File: src/osdgr_defines.svh
// Address map, field positions and fixed constants of the glyph fetch block
`ifndef OSDGR_DEFINES_SVH
`define OSDGR_DEFINES_SVH

// ==========================================================
// Register byte offsets
`define OSDGR_CTRL_OFS 12'h000
`define OSDGR_STAT_OFS 12'h004
`define OSDGR_CAPT_OFS 12'h008
`define OSDGR_WLO_OFS 12'h00C
`define OSDGR_WMID_OFS 12'h010
`define OSDGR_WHI_OFS 12'h014

// ==========================================================
// Control register fields
`define OSDGR_HIRES_BIT 0
`define OSDGR_MULT_LSB 8
`define OSDGR_BANK_BIT 7
`define OSDGR_SIZE20_BIT 12
`define OSDGR_CTRL_RST 32'h0000_0000
`define OSDGR_CTRL_MASK 32'h0000_1381

// ==========================================================
// Status register fields
`define OSDGR_BUSY_BIT 0
`define OSDGR_RANGE_BIT 1
`define OSDGR_REJECT_BIT 2

// ==========================================================
// Glyph store layout, in 16-bit words
`define OSDGR_BANK0_BASE 14'h0000
`define OSDGR_BANK1_BASE 14'h1000
`define OSDGR_EXT0_BASE 14'h1000
`define OSDGR_EXT1_BASE 14'h2000
`define OSDGR_STORE_WORDS 14'd9210
`define OSDGR_MAIN_LINES 5'd16
`define OSDGR_LINES_HIRES 5'd18
`define OSDGR_LINES_BIG 5'd20

`endif

File: src/osdgr_pkg.sv
// Types shared by the glyph fetch block
package osdgr_pkg;
	// Horizontal enlargement factor
	typedef enum logic [1:0] {
		OSDGR_X1,
		OSDGR_X2,
		OSDGR_X3,
		OSDGR_XRSV
	} osdgr_mult_t;
	// Fetch sequencer
	typedef enum logic [1:0] {
		OSDGR_IDLE,
		OSDGR_READ,
		OSDGR_LATCH,
		OSDGR_SPREAD
	} osdgr_state_t;
endpackage

File: src/osdgr_widen.sv
// Bit duplicating widener: one glyph line into three output words
`timescale 1ns/1ps
module osdgr_widen #(
	parameter int WIDTH = 16
) (
	input wire logic [WIDTH-1:0] line_in,
	input wire osdgr_pkg::osdgr_mult_t mult,
	output logic [WIDTH-1:0] word_hi,
	output logic [WIDTH-1:0] word_mid,
	output logic [WIDTH-1:0] word_lo
);
	import osdgr_pkg::*;

	logic [2*WIDTH-1:0] dbl;
	logic [3*WIDTH-1:0] tpl;

	// ==========================================================
	// Duplication
	// Pure wiring, no multiplier; source bit i lands on ranks 2i to 2i+1, or 3i to 3i+2
	// Highest source bit ends up leftmost in the high word
	genvar i;
	generate
		for (i = 0; i < WIDTH; i = i + 1) begin : g_dup
			assign dbl[2*i+1 -: 2] = {2{line_in[i]}};
			assign tpl[3*i+2 -: 3] = {3{line_in[i]}};
		end
	endgenerate

	// ==========================================================
	// Output selection
	// Single size lands in the low word only
	always_comb begin
		word_hi = '0;
		word_mid = '0;
		word_lo = '0;
		case (mult)
			OSDGR_X2: begin
				word_hi = dbl[2*WIDTH-1 -: WIDTH];
				word_mid = dbl[WIDTH-1:0];
			end
			OSDGR_X3: begin
				word_hi = tpl[3*WIDTH-1 -: WIDTH];
				word_mid = tpl[2*WIDTH-1 -: WIDTH];
				word_lo = tpl[WIDTH-1:0];
			end
			default: word_lo = line_in;
		endcase
	end
endmodule

File: src/osdgr_top.sv
// Glyph store addressing, capture and widening with an AHB-Lite register port
//
// The register offsets and the AHB-Lite register port were decided locally.
`timescale 1ns/1ps
`include "osdgr_defines.svh"

module osdgr_top #(
	parameter int ADDR_W = 14,
	parameter int DATA_W = 16
) (
	input wire logic hclk,
	input wire logic hresetn,
	// AHB-Lite slave
	input wire logic hsel,
	input wire logic [31:0] haddr,
	input wire logic [1:0] htrans,
	input wire logic hwrite,
	input wire logic [2:0] hsize,
	input wire logic [31:0] hwdata,
	input wire logic hready,
	output logic hreadyout,
	output logic hresp,
	output logic [31:0] hrdata,
	// Character register side
	input wire logic fetch_valid,
	output logic fetch_ready,
	input wire logic [7:0] fetch_code,
	input wire logic [4:0] fetch_line,
	// Glyph ROM port, one cycle read latency
	output logic glyph_rom_en,
	output logic [ADDR_W-1:0] glyph_rom_addr,
	input wire logic [DATA_W-1:0] glyph_rom_data,
	// Pixel serialiser side
	output logic pix_valid,
	output logic [DATA_W-1:0] pix_hi,
	output logic [DATA_W-1:0] pix_mid,
	output logic [DATA_W-1:0] pix_lo
);
	import osdgr_pkg::*;

	logic [31:0] ctrl_reg;
	logic range_err_reg;
	logic reject_reg;
	osdgr_state_t state_reg;
	logic [ADDR_W-1:0] addr_reg;
	logic addr_ok_reg;
	logic [DATA_W-1:0] capt_reg;
	logic [DATA_W-1:0] wide_hi;
	logic [DATA_W-1:0] wide_mid;
	logic [DATA_W-1:0] wide_lo;
	logic bus_we_reg;
	logic [11:0] bus_addr_reg;
	logic addr_phase;
	logic wr_ctrl;
	logic wr_stat;
	logic bank1;
	logic big;
	logic hires;
	osdgr_mult_t mult;
	logic [4:0] last_line;
	logic line_ok;
	logic take;
	logic [ADDR_W-1:0] main_addr;
	logic [ADDR_W-1:0] ext_addr;
	logic [ADDR_W-1:0] addr_next;
	logic [4:0] line_idx;
	logic [4:0] ext_idx;
	logic [31:0] ctrl_view;
	logic [31:0] stat_view;
	logic [31:0] rd_word;

	// ==========================================================
	// Control decode
	assign bank1 = ctrl_reg[`OSDGR_BANK_BIT];
	assign big = ctrl_reg[`OSDGR_SIZE20_BIT];
	assign hires = ctrl_reg[`OSDGR_HIRES_BIT];
	// Factor code 11 is reserved and widens like single size
	assign mult = osdgr_mult_t'(ctrl_reg[`OSDGR_MULT_LSB +: 2]);

	// Tallest line the current matrix allows
	// Twenty lines win over the high resolution bit when both are set
	always_comb begin
		if (big) begin
			last_line = `OSDGR_LINES_BIG;
		end else if (hires) begin
			last_line = `OSDGR_LINES_HIRES;
		end else begin
			last_line = `OSDGR_MAIN_LINES;
		end
	end

	// ==========================================================
	// AHB-Lite slave
	// Zero wait state, always OKAY; only word transfers are expected
	// Single slave: the system loops hreadyout back as hready
	assign hreadyout = 1'b1;
	assign hresp = 1'b0;
	assign addr_phase = hsel & htrans[1] & hready;

	// Capture the address phase for the write data phase
	// Write data arrives a cycle after its address, hence the copy
	always_ff @(posedge hclk or negedge hresetn) begin
		if (!hresetn) begin
			bus_we_reg <= 1'b0;
			bus_addr_reg <= 12'h000;
		end else begin
			bus_we_reg <= addr_phase & hwrite;
			bus_addr_reg <= haddr[11:0];
		end
	end

	assign wr_ctrl = bus_we_reg & (bus_addr_reg == `OSDGR_CTRL_OFS);
	assign wr_stat = bus_we_reg & (bus_addr_reg == `OSDGR_STAT_OFS);

	// Control register; unimplemented bits stay zero
	// Only bank, height, resolution and factor bits are kept
	always_ff @(posedge hclk or negedge hresetn) begin
		if (!hresetn) begin
			ctrl_reg <= `OSDGR_CTRL_RST;
		end else if (wr_ctrl) begin
			ctrl_reg <= hwdata & `OSDGR_CTRL_MASK;
		end
	end

	// ==========================================================
	// Register read path
	// A pipelined master may read right behind a write, so the read's address
	// phase meets the write's data phase; a control word being written is shown then
	always_comb begin
		ctrl_view = ctrl_reg;
		if (wr_ctrl) begin
			ctrl_view = hwdata & `OSDGR_CTRL_MASK;
		end
	end

	// Status word; busy is live, the two error flags are sticky
	always_comb begin
		stat_view = 32'h0000_0000;
		stat_view[`OSDGR_BUSY_BIT] = state_reg != OSDGR_IDLE;
		stat_view[`OSDGR_RANGE_BIT] = range_err_reg;
		stat_view[`OSDGR_REJECT_BIT] = reject_reg;
	end

	// Word picked by the address phase; unmapped offsets read as zero
	always_comb begin
		case (haddr[11:0])
			`OSDGR_CTRL_OFS: rd_word = ctrl_view;
			`OSDGR_STAT_OFS: rd_word = stat_view;
			`OSDGR_CAPT_OFS: rd_word = {{(32-DATA_W){1'b0}}, capt_reg};
			`OSDGR_WLO_OFS: rd_word = {{(32-DATA_W){1'b0}}, pix_lo};
			`OSDGR_WMID_OFS: rd_word = {{(32-DATA_W){1'b0}}, pix_mid};
			`OSDGR_WHI_OFS: rd_word = {{(32-DATA_W){1'b0}}, pix_hi};
			default: rd_word = 32'h0000_0000;
		endcase
	end

	// Read data is registered in the address phase so it stands in the data phase
	always_ff @(posedge hclk or negedge hresetn) begin
		if (!hresetn) begin
			hrdata <= 32'h0000_0000;
		end else if (addr_phase & !hwrite) begin
			hrdata <= rd_word;
		end
	end

	// ==========================================================
	// Address generation
	// Lines are numbered from one; zero and lines past the matrix are refused
	// Limitation: bank zero extras share the bank one area at its base, so with
	// tall bank zero glyphs the first bank one characters are not usable
	assign line_ok = (fetch_line != 5'd0) && (fetch_line <= last_line);
	assign line_idx = fetch_line - 5'd1;
	assign ext_idx = fetch_line - `OSDGR_MAIN_LINES - 5'd1;

	// Main region: base plus code*16 plus line-1
	assign main_addr = (bank1 ? `OSDGR_BANK1_BASE : `OSDGR_BANK0_BASE)
		+ {2'b00, fetch_code, 4'h0} + {10'h000, line_idx[3:0]};

	// Extra lines: two words per character, four in the twenty-line matrix
	always_comb begin
		ext_addr = bank1 ? `OSDGR_EXT1_BASE : `OSDGR_EXT0_BASE;
		if (big) begin
			ext_addr = ext_addr + {4'h0, fetch_code, 2'b00} + {12'h000, ext_idx[1:0]};
		end else begin
			ext_addr = ext_addr + {5'h00, fetch_code, 1'b0} + {13'h0000, ext_idx[0]};
		end
	end

	assign addr_next = (fetch_line > `OSDGR_MAIN_LINES) ? ext_addr : main_addr;

	// ==========================================================
	// Fetch sequencer
	// One line per request; the character register is held off while busy
	// Three busy cycles: strobe the ROM, take its word, widen it
	assign fetch_ready = state_reg == OSDGR_IDLE;
	assign take = fetch_valid & fetch_ready;

	always_ff @(posedge hclk or negedge hresetn) begin
		if (!hresetn) begin
			state_reg <= OSDGR_IDLE;
		end else begin
			case (state_reg)
				OSDGR_IDLE: if (take) state_reg <= OSDGR_READ;
				OSDGR_READ: state_reg <= OSDGR_LATCH;
				OSDGR_LATCH: state_reg <= OSDGR_SPREAD;
				OSDGR_SPREAD: state_reg <= OSDGR_IDLE;
				default: state_reg <= OSDGR_IDLE;
			endcase
		end
	end

	// Request address and its validity; past the store limit nothing is read
	always_ff @(posedge hclk or negedge hresetn) begin
		if (!hresetn) begin
			addr_reg <= '0;
			addr_ok_reg <= 1'b0;
		end else if (take) begin
			addr_reg <= addr_next;
			addr_ok_reg <= line_ok && (addr_next < `OSDGR_STORE_WORDS);
		end
	end

	// ROM strobe only for addresses inside the store
	// The ROM answers one cycle after the strobe, in the latch cycle
	assign glyph_rom_en = (state_reg == OSDGR_READ) & addr_ok_reg;
	assign glyph_rom_addr = addr_ok_reg ? addr_reg : '0;

	// Sticky error flags; a new event beats a write-one clear
	always_ff @(posedge hclk or negedge hresetn) begin
		if (!hresetn) begin
			range_err_reg <= 1'b0;
			reject_reg <= 1'b0;
		end else begin
			if (state_reg == OSDGR_READ && !addr_ok_reg && addr_reg >= `OSDGR_STORE_WORDS) begin
				range_err_reg <= 1'b1;
			end else if (wr_stat && hwdata[`OSDGR_RANGE_BIT]) begin
				range_err_reg <= 1'b0;
			end
			if (take && !line_ok) begin
				reject_reg <= 1'b1;
			end else if (wr_stat && hwdata[`OSDGR_REJECT_BIT]) begin
				reject_reg <= 1'b0;
			end
		end
	end

	// ==========================================================
	// Capture register
	// A refused or out-of-range line shows as an all-dark row
	// Dark rather than stale, so a bad request never repeats an old glyph
	always_ff @(posedge hclk or negedge hresetn) begin
		if (!hresetn) begin
			capt_reg <= '0;
		end else if (state_reg == OSDGR_LATCH) begin
			capt_reg <= addr_ok_reg ? glyph_rom_data : '0;
		end
	end

	// ==========================================================
	// Widening
	osdgr_widen #(
		.WIDTH(DATA_W)
	) u_widen (
		.line_in(capt_reg),
		.mult(mult),
		.word_hi(wide_hi),
		.word_mid(wide_mid),
		.word_lo(wide_lo)
	);

	// Output words are registered; the factor is sampled as the line is spread
	// Trade-off: a factor written during a fetch already applies to that line
	always_ff @(posedge hclk or negedge hresetn) begin
		if (!hresetn) begin
			pix_hi <= '0;
			pix_mid <= '0;
			pix_lo <= '0;
			pix_valid <= 1'b0;
		end else begin
			pix_valid <= state_reg == OSDGR_SPREAD;
			if (state_reg == OSDGR_SPREAD) begin
				pix_hi <= wide_hi;
				pix_mid <= wide_mid;
				pix_lo <= wide_lo;
			end
		end
	end
endmodule

File: config.mk
export PLATFORM = sky130hd
export DESIGN_NAME = osdgr_top
export DESIGN_NICKNAME = d
export VERILOG_FILES = /design/src/osdgr_pkg.sv /design/src/osdgr_widen.sv /design/src/osdgr_top.sv
export VERILOG_INCLUDE_DIRS = /design/src
export SDC_FILE = /design/constraint.sdc
export NUM_CORES = 1
export LEC_CHECK = 0
export BUFFER_PORTS_ARGS = -buffer_cell sky130_fd_sc_hd__buf_2
export CELL_PAD_IN_SITES_DETAIL_PLACEMENT = 0
export CELL_PAD_IN_SITES_GLOBAL_PLACEMENT = 1
export CORE_ASPECT_RATIO = 0.9
export CORE_MARGIN = 5
export CORE_UTILIZATION = 42
export CTS_CLUSTER_DIAMETER = 150
export CTS_CLUSTER_SIZE = 20
export DETAILED_ROUTE_END_ITERATION = 8
export PLACE_DENSITY = 0.84
export REMOVE_ABC_BUFFERS = 1
export SYNTH_ARGS = -nofsm -noshare
export SYNTH_HDL_FRONTEND = slang
export SYNTH_SLANG_ARGS = --single-unit
File: constraint.sdc
create_clock -name hclk -period 4.27 [get_ports hclk]
set_clock_uncertainty 0.1 [all_clocks]
set_input_delay 0.854 -clock hclk [delete_from_list [all_inputs] [get_ports hclk]]
set_output_delay 0.854 -clock hclk [all_outputs]
set_load 0.02 [all_outputs]
Yosys cells after proc, flatten, opt, wreduce, memory -nomap -nowiden
Cells that the tools add are included.
{"block": "word_totals", "wordCells": 83, "register_bits": 161, "in_bits": 104, "out_inout_bits": 99, "romBits": 0, "mem_count": 0, "ram_bits": 0, "latch_bits": 0}
{"block": "classes", "div_mod_pow": 0, "bitwise_logic": 8, "mux": 19, "n_reduce_logical": 17, "n_mul": 0, "add_sub_neg": 9, "n_eq_ne": 12, "n_shift": 0, "magnitude_cmp": 4}
{"operator": "$pmux 32 s6", "n": 1}
{"operator": "$pmux 16 s2", "n": 3}
{"operator": "$mux 14", "n": 4}
{"operator": "$mux 32", "n": 1}
{"operator": "$eq 12x3->1 const B", "n": 2}
{"operator": "$eq 12x4->1 const B", "n": 2}
{"operator": "$eq 12x5->1 const B", "n": 2}
{"operator": "$logic_not 12->1", "n": 2}
{"operator": "$mux 16", "n": 1}
{"operator": "$add 13x12->14", "n": 1}
{"operator": "$add 14x1->14", "n": 1}
{"operator": "$add 14x10->14", "n": 1}
{"operator": "$add 14x2->14", "n": 1}
{"operator": "$add 14x4->14", "n": 1}
{"operator": "$add 14x9->14", "n": 1}
{"operator": "$ge 14x14->1 const B", "n": 1}
{"operator": "$lt 14x14->1 const B", "n": 1}
{"operator": "$mux 13", "n": 1}
{"operator": "$and 1x1->1", "n": 8}
{"operator": "$pmux 2 s4", "n": 1}
{"operator": "$logic_and 1x1->1", "n": 7}
{"operator": "$eq 2x2->1 const B", "n": 3}
{"operator": "$reduce_bool 2->1", "n": 3}
{"operator": "$gt 5x5->1 const B", "n": 1}
{"operator": "11 further kinds", "n": 19}

Logic depth before layout (Yosys ltp)
{"block": "depth", "depth_word": 7, "mapped_depth": 8, "depth_no_buf": 7}

By module
From an unflattened synthesis, not the netlist that was laid out.
{"block": "unflattened", "hier_cells": 749, "hier_area_um2": 7628.6}
{"module": "osdgr_top", "instances": 1, "area_each_um2": 7086.8, "cells_each": 644, "seq_area_each_um2": 4028.9}
{"module": "osdgr_widen", "instances": 1, "area_each_um2": 541.8, "cells_each": 105, "seq_area_each_um2": 0.0}

Worst setup path before layout
OpenSTA, ideal clock, no wires.
{"block": "synth_timing", "kind": "input-to-reg", "start": "input fetch_line[1]", "end": "register addr_ok_reg", "path_stages": 5, "arrival_ps": 2236, "n_path_buf": 0, "path_slack_ps": 1824, "cell_sequence": "o41ai_4 -> clkinv_1 -> ha_1 -> o21a_1 -> o41ai_1"}
{"block": "synth_between", "elab_chain_len": 7, "elab_cells_between_ends": 13, "classes_between": "add/sub: 5; order compare: 3; mux: 2; reduce/logical: 3"}
{"element": "start, declared", "line_no": "osdgr_top.sv:28", "text": "input wire logic [4:0] fetch_line,"}
{"element": "$sub 2x1->2 (no line)"}
{"element": "$sub 2x1->2", "line_no": "osdgr_top.sv:173", "text": "assign ext_idx = fetch_line - `OSDGR_MAIN_LINES - 5'd1;"}
{"element": "$add 14x2->14", "line_no": "osdgr_top.sv:183", "text": "ext_addr = ext_addr + {4'h0, fetch_code, 2'b00} + {12'h000, ext_idx[1:0]};"}
{"element": "$mux 14", "line_no": "osdgr_top.sv:182", "text": "if (big) begin"}
{"element": "$mux 14 *", "line_no": "osdgr_top.sv:189", "text": "assign addr_next = (fetch_line > `OSDGR_MAIN_LINES) ? ext_addr : main_addr;"}
{"element": "named net addr_next[12]", "line_no": "osdgr_top.sv:65", "text": "logic [ADDR_W-1:0] addr_next;"}
{"element": "$lt 14x14->1 (no line) *"}
{"element": "$logic_and 1x1->1 *", "line_no": "osdgr_top.sv:219", "text": "addr_ok_reg <= line_ok && (addr_next < `OSDGR_STORE_WORDS);"}
{"element": "end signal, assigned", "line_no": "osdgr_top.sv:219"}
{"element": "end, declared", "line_no": "osdgr_top.sv:46", "text": "logic addr_ok_reg;"}
The timed path passes the listed nets; every way through them passes the cells marked *.
A chain may end at the register's enable or synchronous reset.

Worst setup path in the final report
{"block": "layout_timing", "start": "register addr_ok_reg", "end": "output glyph_rom_addr[13]"}
{"block": "layout_between", "elab_chain_len": 1}
{"element": "$mux 14", "line_no": "osdgr_top.sv:226", "text": "assign glyph_rom_addr = addr_ok_reg ? addr_reg : '0;"}
{"element": "end, declared", "line_no": "osdgr_top.sv:31", "text": "output logic [ADDR_W-1:0] glyph_rom_addr,"}
Every way passes these cells.

==> metrics <==
nets=964; ys async rst share=100.0%; critical path buffer and inverter count=1; post-route setup slack=about 1.4 ns; final period utilization=66.84%; Post-CTS Setup Bufs=0; Fin. Hold Viols=0; main combinational cell family by area after synthesis=compound AO/OA/AOI/OAI gates; simple logic cell fraction of the synthesized area=15.59%; initial drt markers=about 380; layout cells sized above 1=approximately a quarter; Clock Latency Late Sink=between 0.4 and 0.5 ns; vias per inst=approximately 5.2; Area contributors post-synth=dfrtp_1, nand2_1, a21oi_1; top cell type's share of synthesized area=53.69%; fillers=1,530; CTS tree=done; library cells used by synthesis=55; synthesized flop and latch total=150; largest area contributor in the netlist=dfrtp_1; EDFF count, synth=0; drc violations=0; per-cell routed wire length=17.31 um; remaining antenna violation count after routing=0; H-tree levels=4; clk buf depth=2; Hold WC Path Type=reg -> reg; mux cell area share after synthesis=5.637%; # setup viols final=0; syn avg cell area=between 9 and 10 um2; placed instance area=a little under 0.008 mm2; crit path kind=reg -> out; most frequent cells in the layout=dfrtp_1, buf_2, nand2_1; TritonCTS buffer count=17; gr usage total=19.23%; row cnt=44; total I/O pin count=203; DP Worst Slack=1.125 ns; clk sinks=150; worst-path cell chain=and2_1 -> buf_2; Worst setup EP type=output port; Synth Area in Adders=1.969%; Netlist Area Pre-Place=0.006992 mm2; full die area=between 0.015 and 0.02 mm2; critical path's slowest cell=dfrtp_1; Crit Path Max Fanout=33; fin crit period=2.854 ns; Die W=around 150 um; CP Data Required Time=3.32 ns; first-pass GRT wire length=29,590 um; FF+latch area=0.003754 mm2; DR pass1 iterations=4; HPWL Detailed=12,950 um; n_diodes=0; Cells after Synth=726; initial core utilization=43.05%; IO Port Bufs=151; worst vdd ir=0.3400 mV; RSZ-0062 raised after global routing=false; initial antenna violation count=0; number of hold buffers added after CTS=0; Final Slew Violations=0; crit path DAT=1.90 ns; GR Overflow Total=0; setup TNS=0 ns; core area=roughly 0.016 mm2; clock root buffer=clkbuf_16; vias=~5,600; Max Cap Viol=0; CTS resizes=0; worst hold slack=0.3493 ns; GPL Wtd Cong=a little over 0.8; Worst-Margin Slew=1.073 ns; area of the multi-input gates=between 0.002 and 0.003 mm2; family with the most delay on the worst path=flip-flops; largest net degree at the start of global routing=81; Yosys Warn Count=0; DIE HEIGHT=between 100 and 150 um; critical path's largest stage delay=1.05 ns; top_reg_cell synth=dfrtp_1; Synth-to-Final Area Change=20.13%; FMAX=350.4 MHz; Pwr Density=534.0 mW/mm2; leakage=0.004178 uW; xor/xnor share of the synthesized area=less than 1%; post-route cell area=~0.0084 mm2; Synth Area in Compound Gates=15.94%; status=finished clean; vias in the first global route=5,377; startpoint types=flop; Routed WL=18,490 um; Max-slew headroom=28.44%; Worst-path clk slew=about 0.060 ns; post-synthesis sequential area ratio=53.69%
-- cell type report --
cell class,instances,area share [%]
clock inverters,11,1.773
inverters,59,2.637
repair buffers,158,9.698
clock buffers,20,5.318
flip-flops and latches,150,44.69
well taps,207,3.084
multi-input cells,463,32.80
-- logic make-up (layout without fill, tap and decap cells) --
group / after synthesis / in the layout
compound gates: 185 / 185
simple gates: 226 / 226
other cells: 2 / 2
fa+ha+maj: 11 / 11
mux: 38 / 38
flops: 150 / 150
buf+inv: 113 / 248
xor+xnor: 1 / 1
-- worst register-to-register path: cells and delay by family, from the launching register on --
| family | cells | cell delay [ns] |
|---|---|---|
| AO/OA/AOI/OAI | 1 | 0.26 |
| AND/OR/NAND/NOR | 4 | 1.73 |
| flip-flops | 1 | 0.35 |
-- per-stage QoR --
stage	utilization (%)	power, uW	cells
2_1_floorplan	-	2533	672
3_3_place_gp	48.05	2973	1037
3_5_place_dp	48.05	2985	1037
4_1_cts	51.72	4516	1068
5_1_grt	51.72	4740	1068
6_report	51.72	4485	1068
-- synthesized netlist by cell type (all sizes together), types with 5 or more instances --
cell type,n
dfrtp,150
nand2,98
inv,58
a21oi,57
o21ai,57
and2,34
clkbuf,34
nor2,30
mux2i,27
nand3,23
o22ai,23
a22oi,20
buf,20
ha,11
mux2,11
nor2b,10
nor3,9
nand2b,5
-- worst paths after layout --
| check | from | endpoint | slack [ns] | cells after the start |
|---|---|---|---|---|
| min | ctrl_reg[25]$_DFF_PN0_ | ctrl_reg[25]$_DFF_PN0_ | 0.35 | 2 |
| min reg2reg | ctrl_reg[25]$_DFF_PN0_ | ctrl_reg[25]$_DFF_PN0_ | 0.35 | 2 |
| max reg2reg | bus_addr_reg[5]$_DFF_PN0_ | hrdata[10]$_DFFE_PN0P_ | 1.73 | 5 |
| min in group asynchronous | hresetn | ctrl_reg[20]$_DFF_PN0_ | 0.37 | 1 |
| max in group asynchronous | hresetn | pix_mid[4]$_DFFE_PN0P_ | 2.83 | 2 |
| max | addr_ok_reg$_DFFE_PN0P_ | glyph_rom_addr[13] | 1.42 | 2 |
-- report_power, final --
group,switching [uW],internal (uW)
Clock,589,934
Combinational,655,374
Sequential,281,1650
-- metal layers --
layer | vias up | track usage, % | wire, um
li1 | 2721 | - | -
met1 | 2651 | 28.40 | 8790
met2 | 182 | 28.08 | 8256
met3 | 20 | 4.641 | 1143
met4 | 0 | 5.852 | 300
met5 | - | 0 | 0
Power figures use the tool's default switching activity.
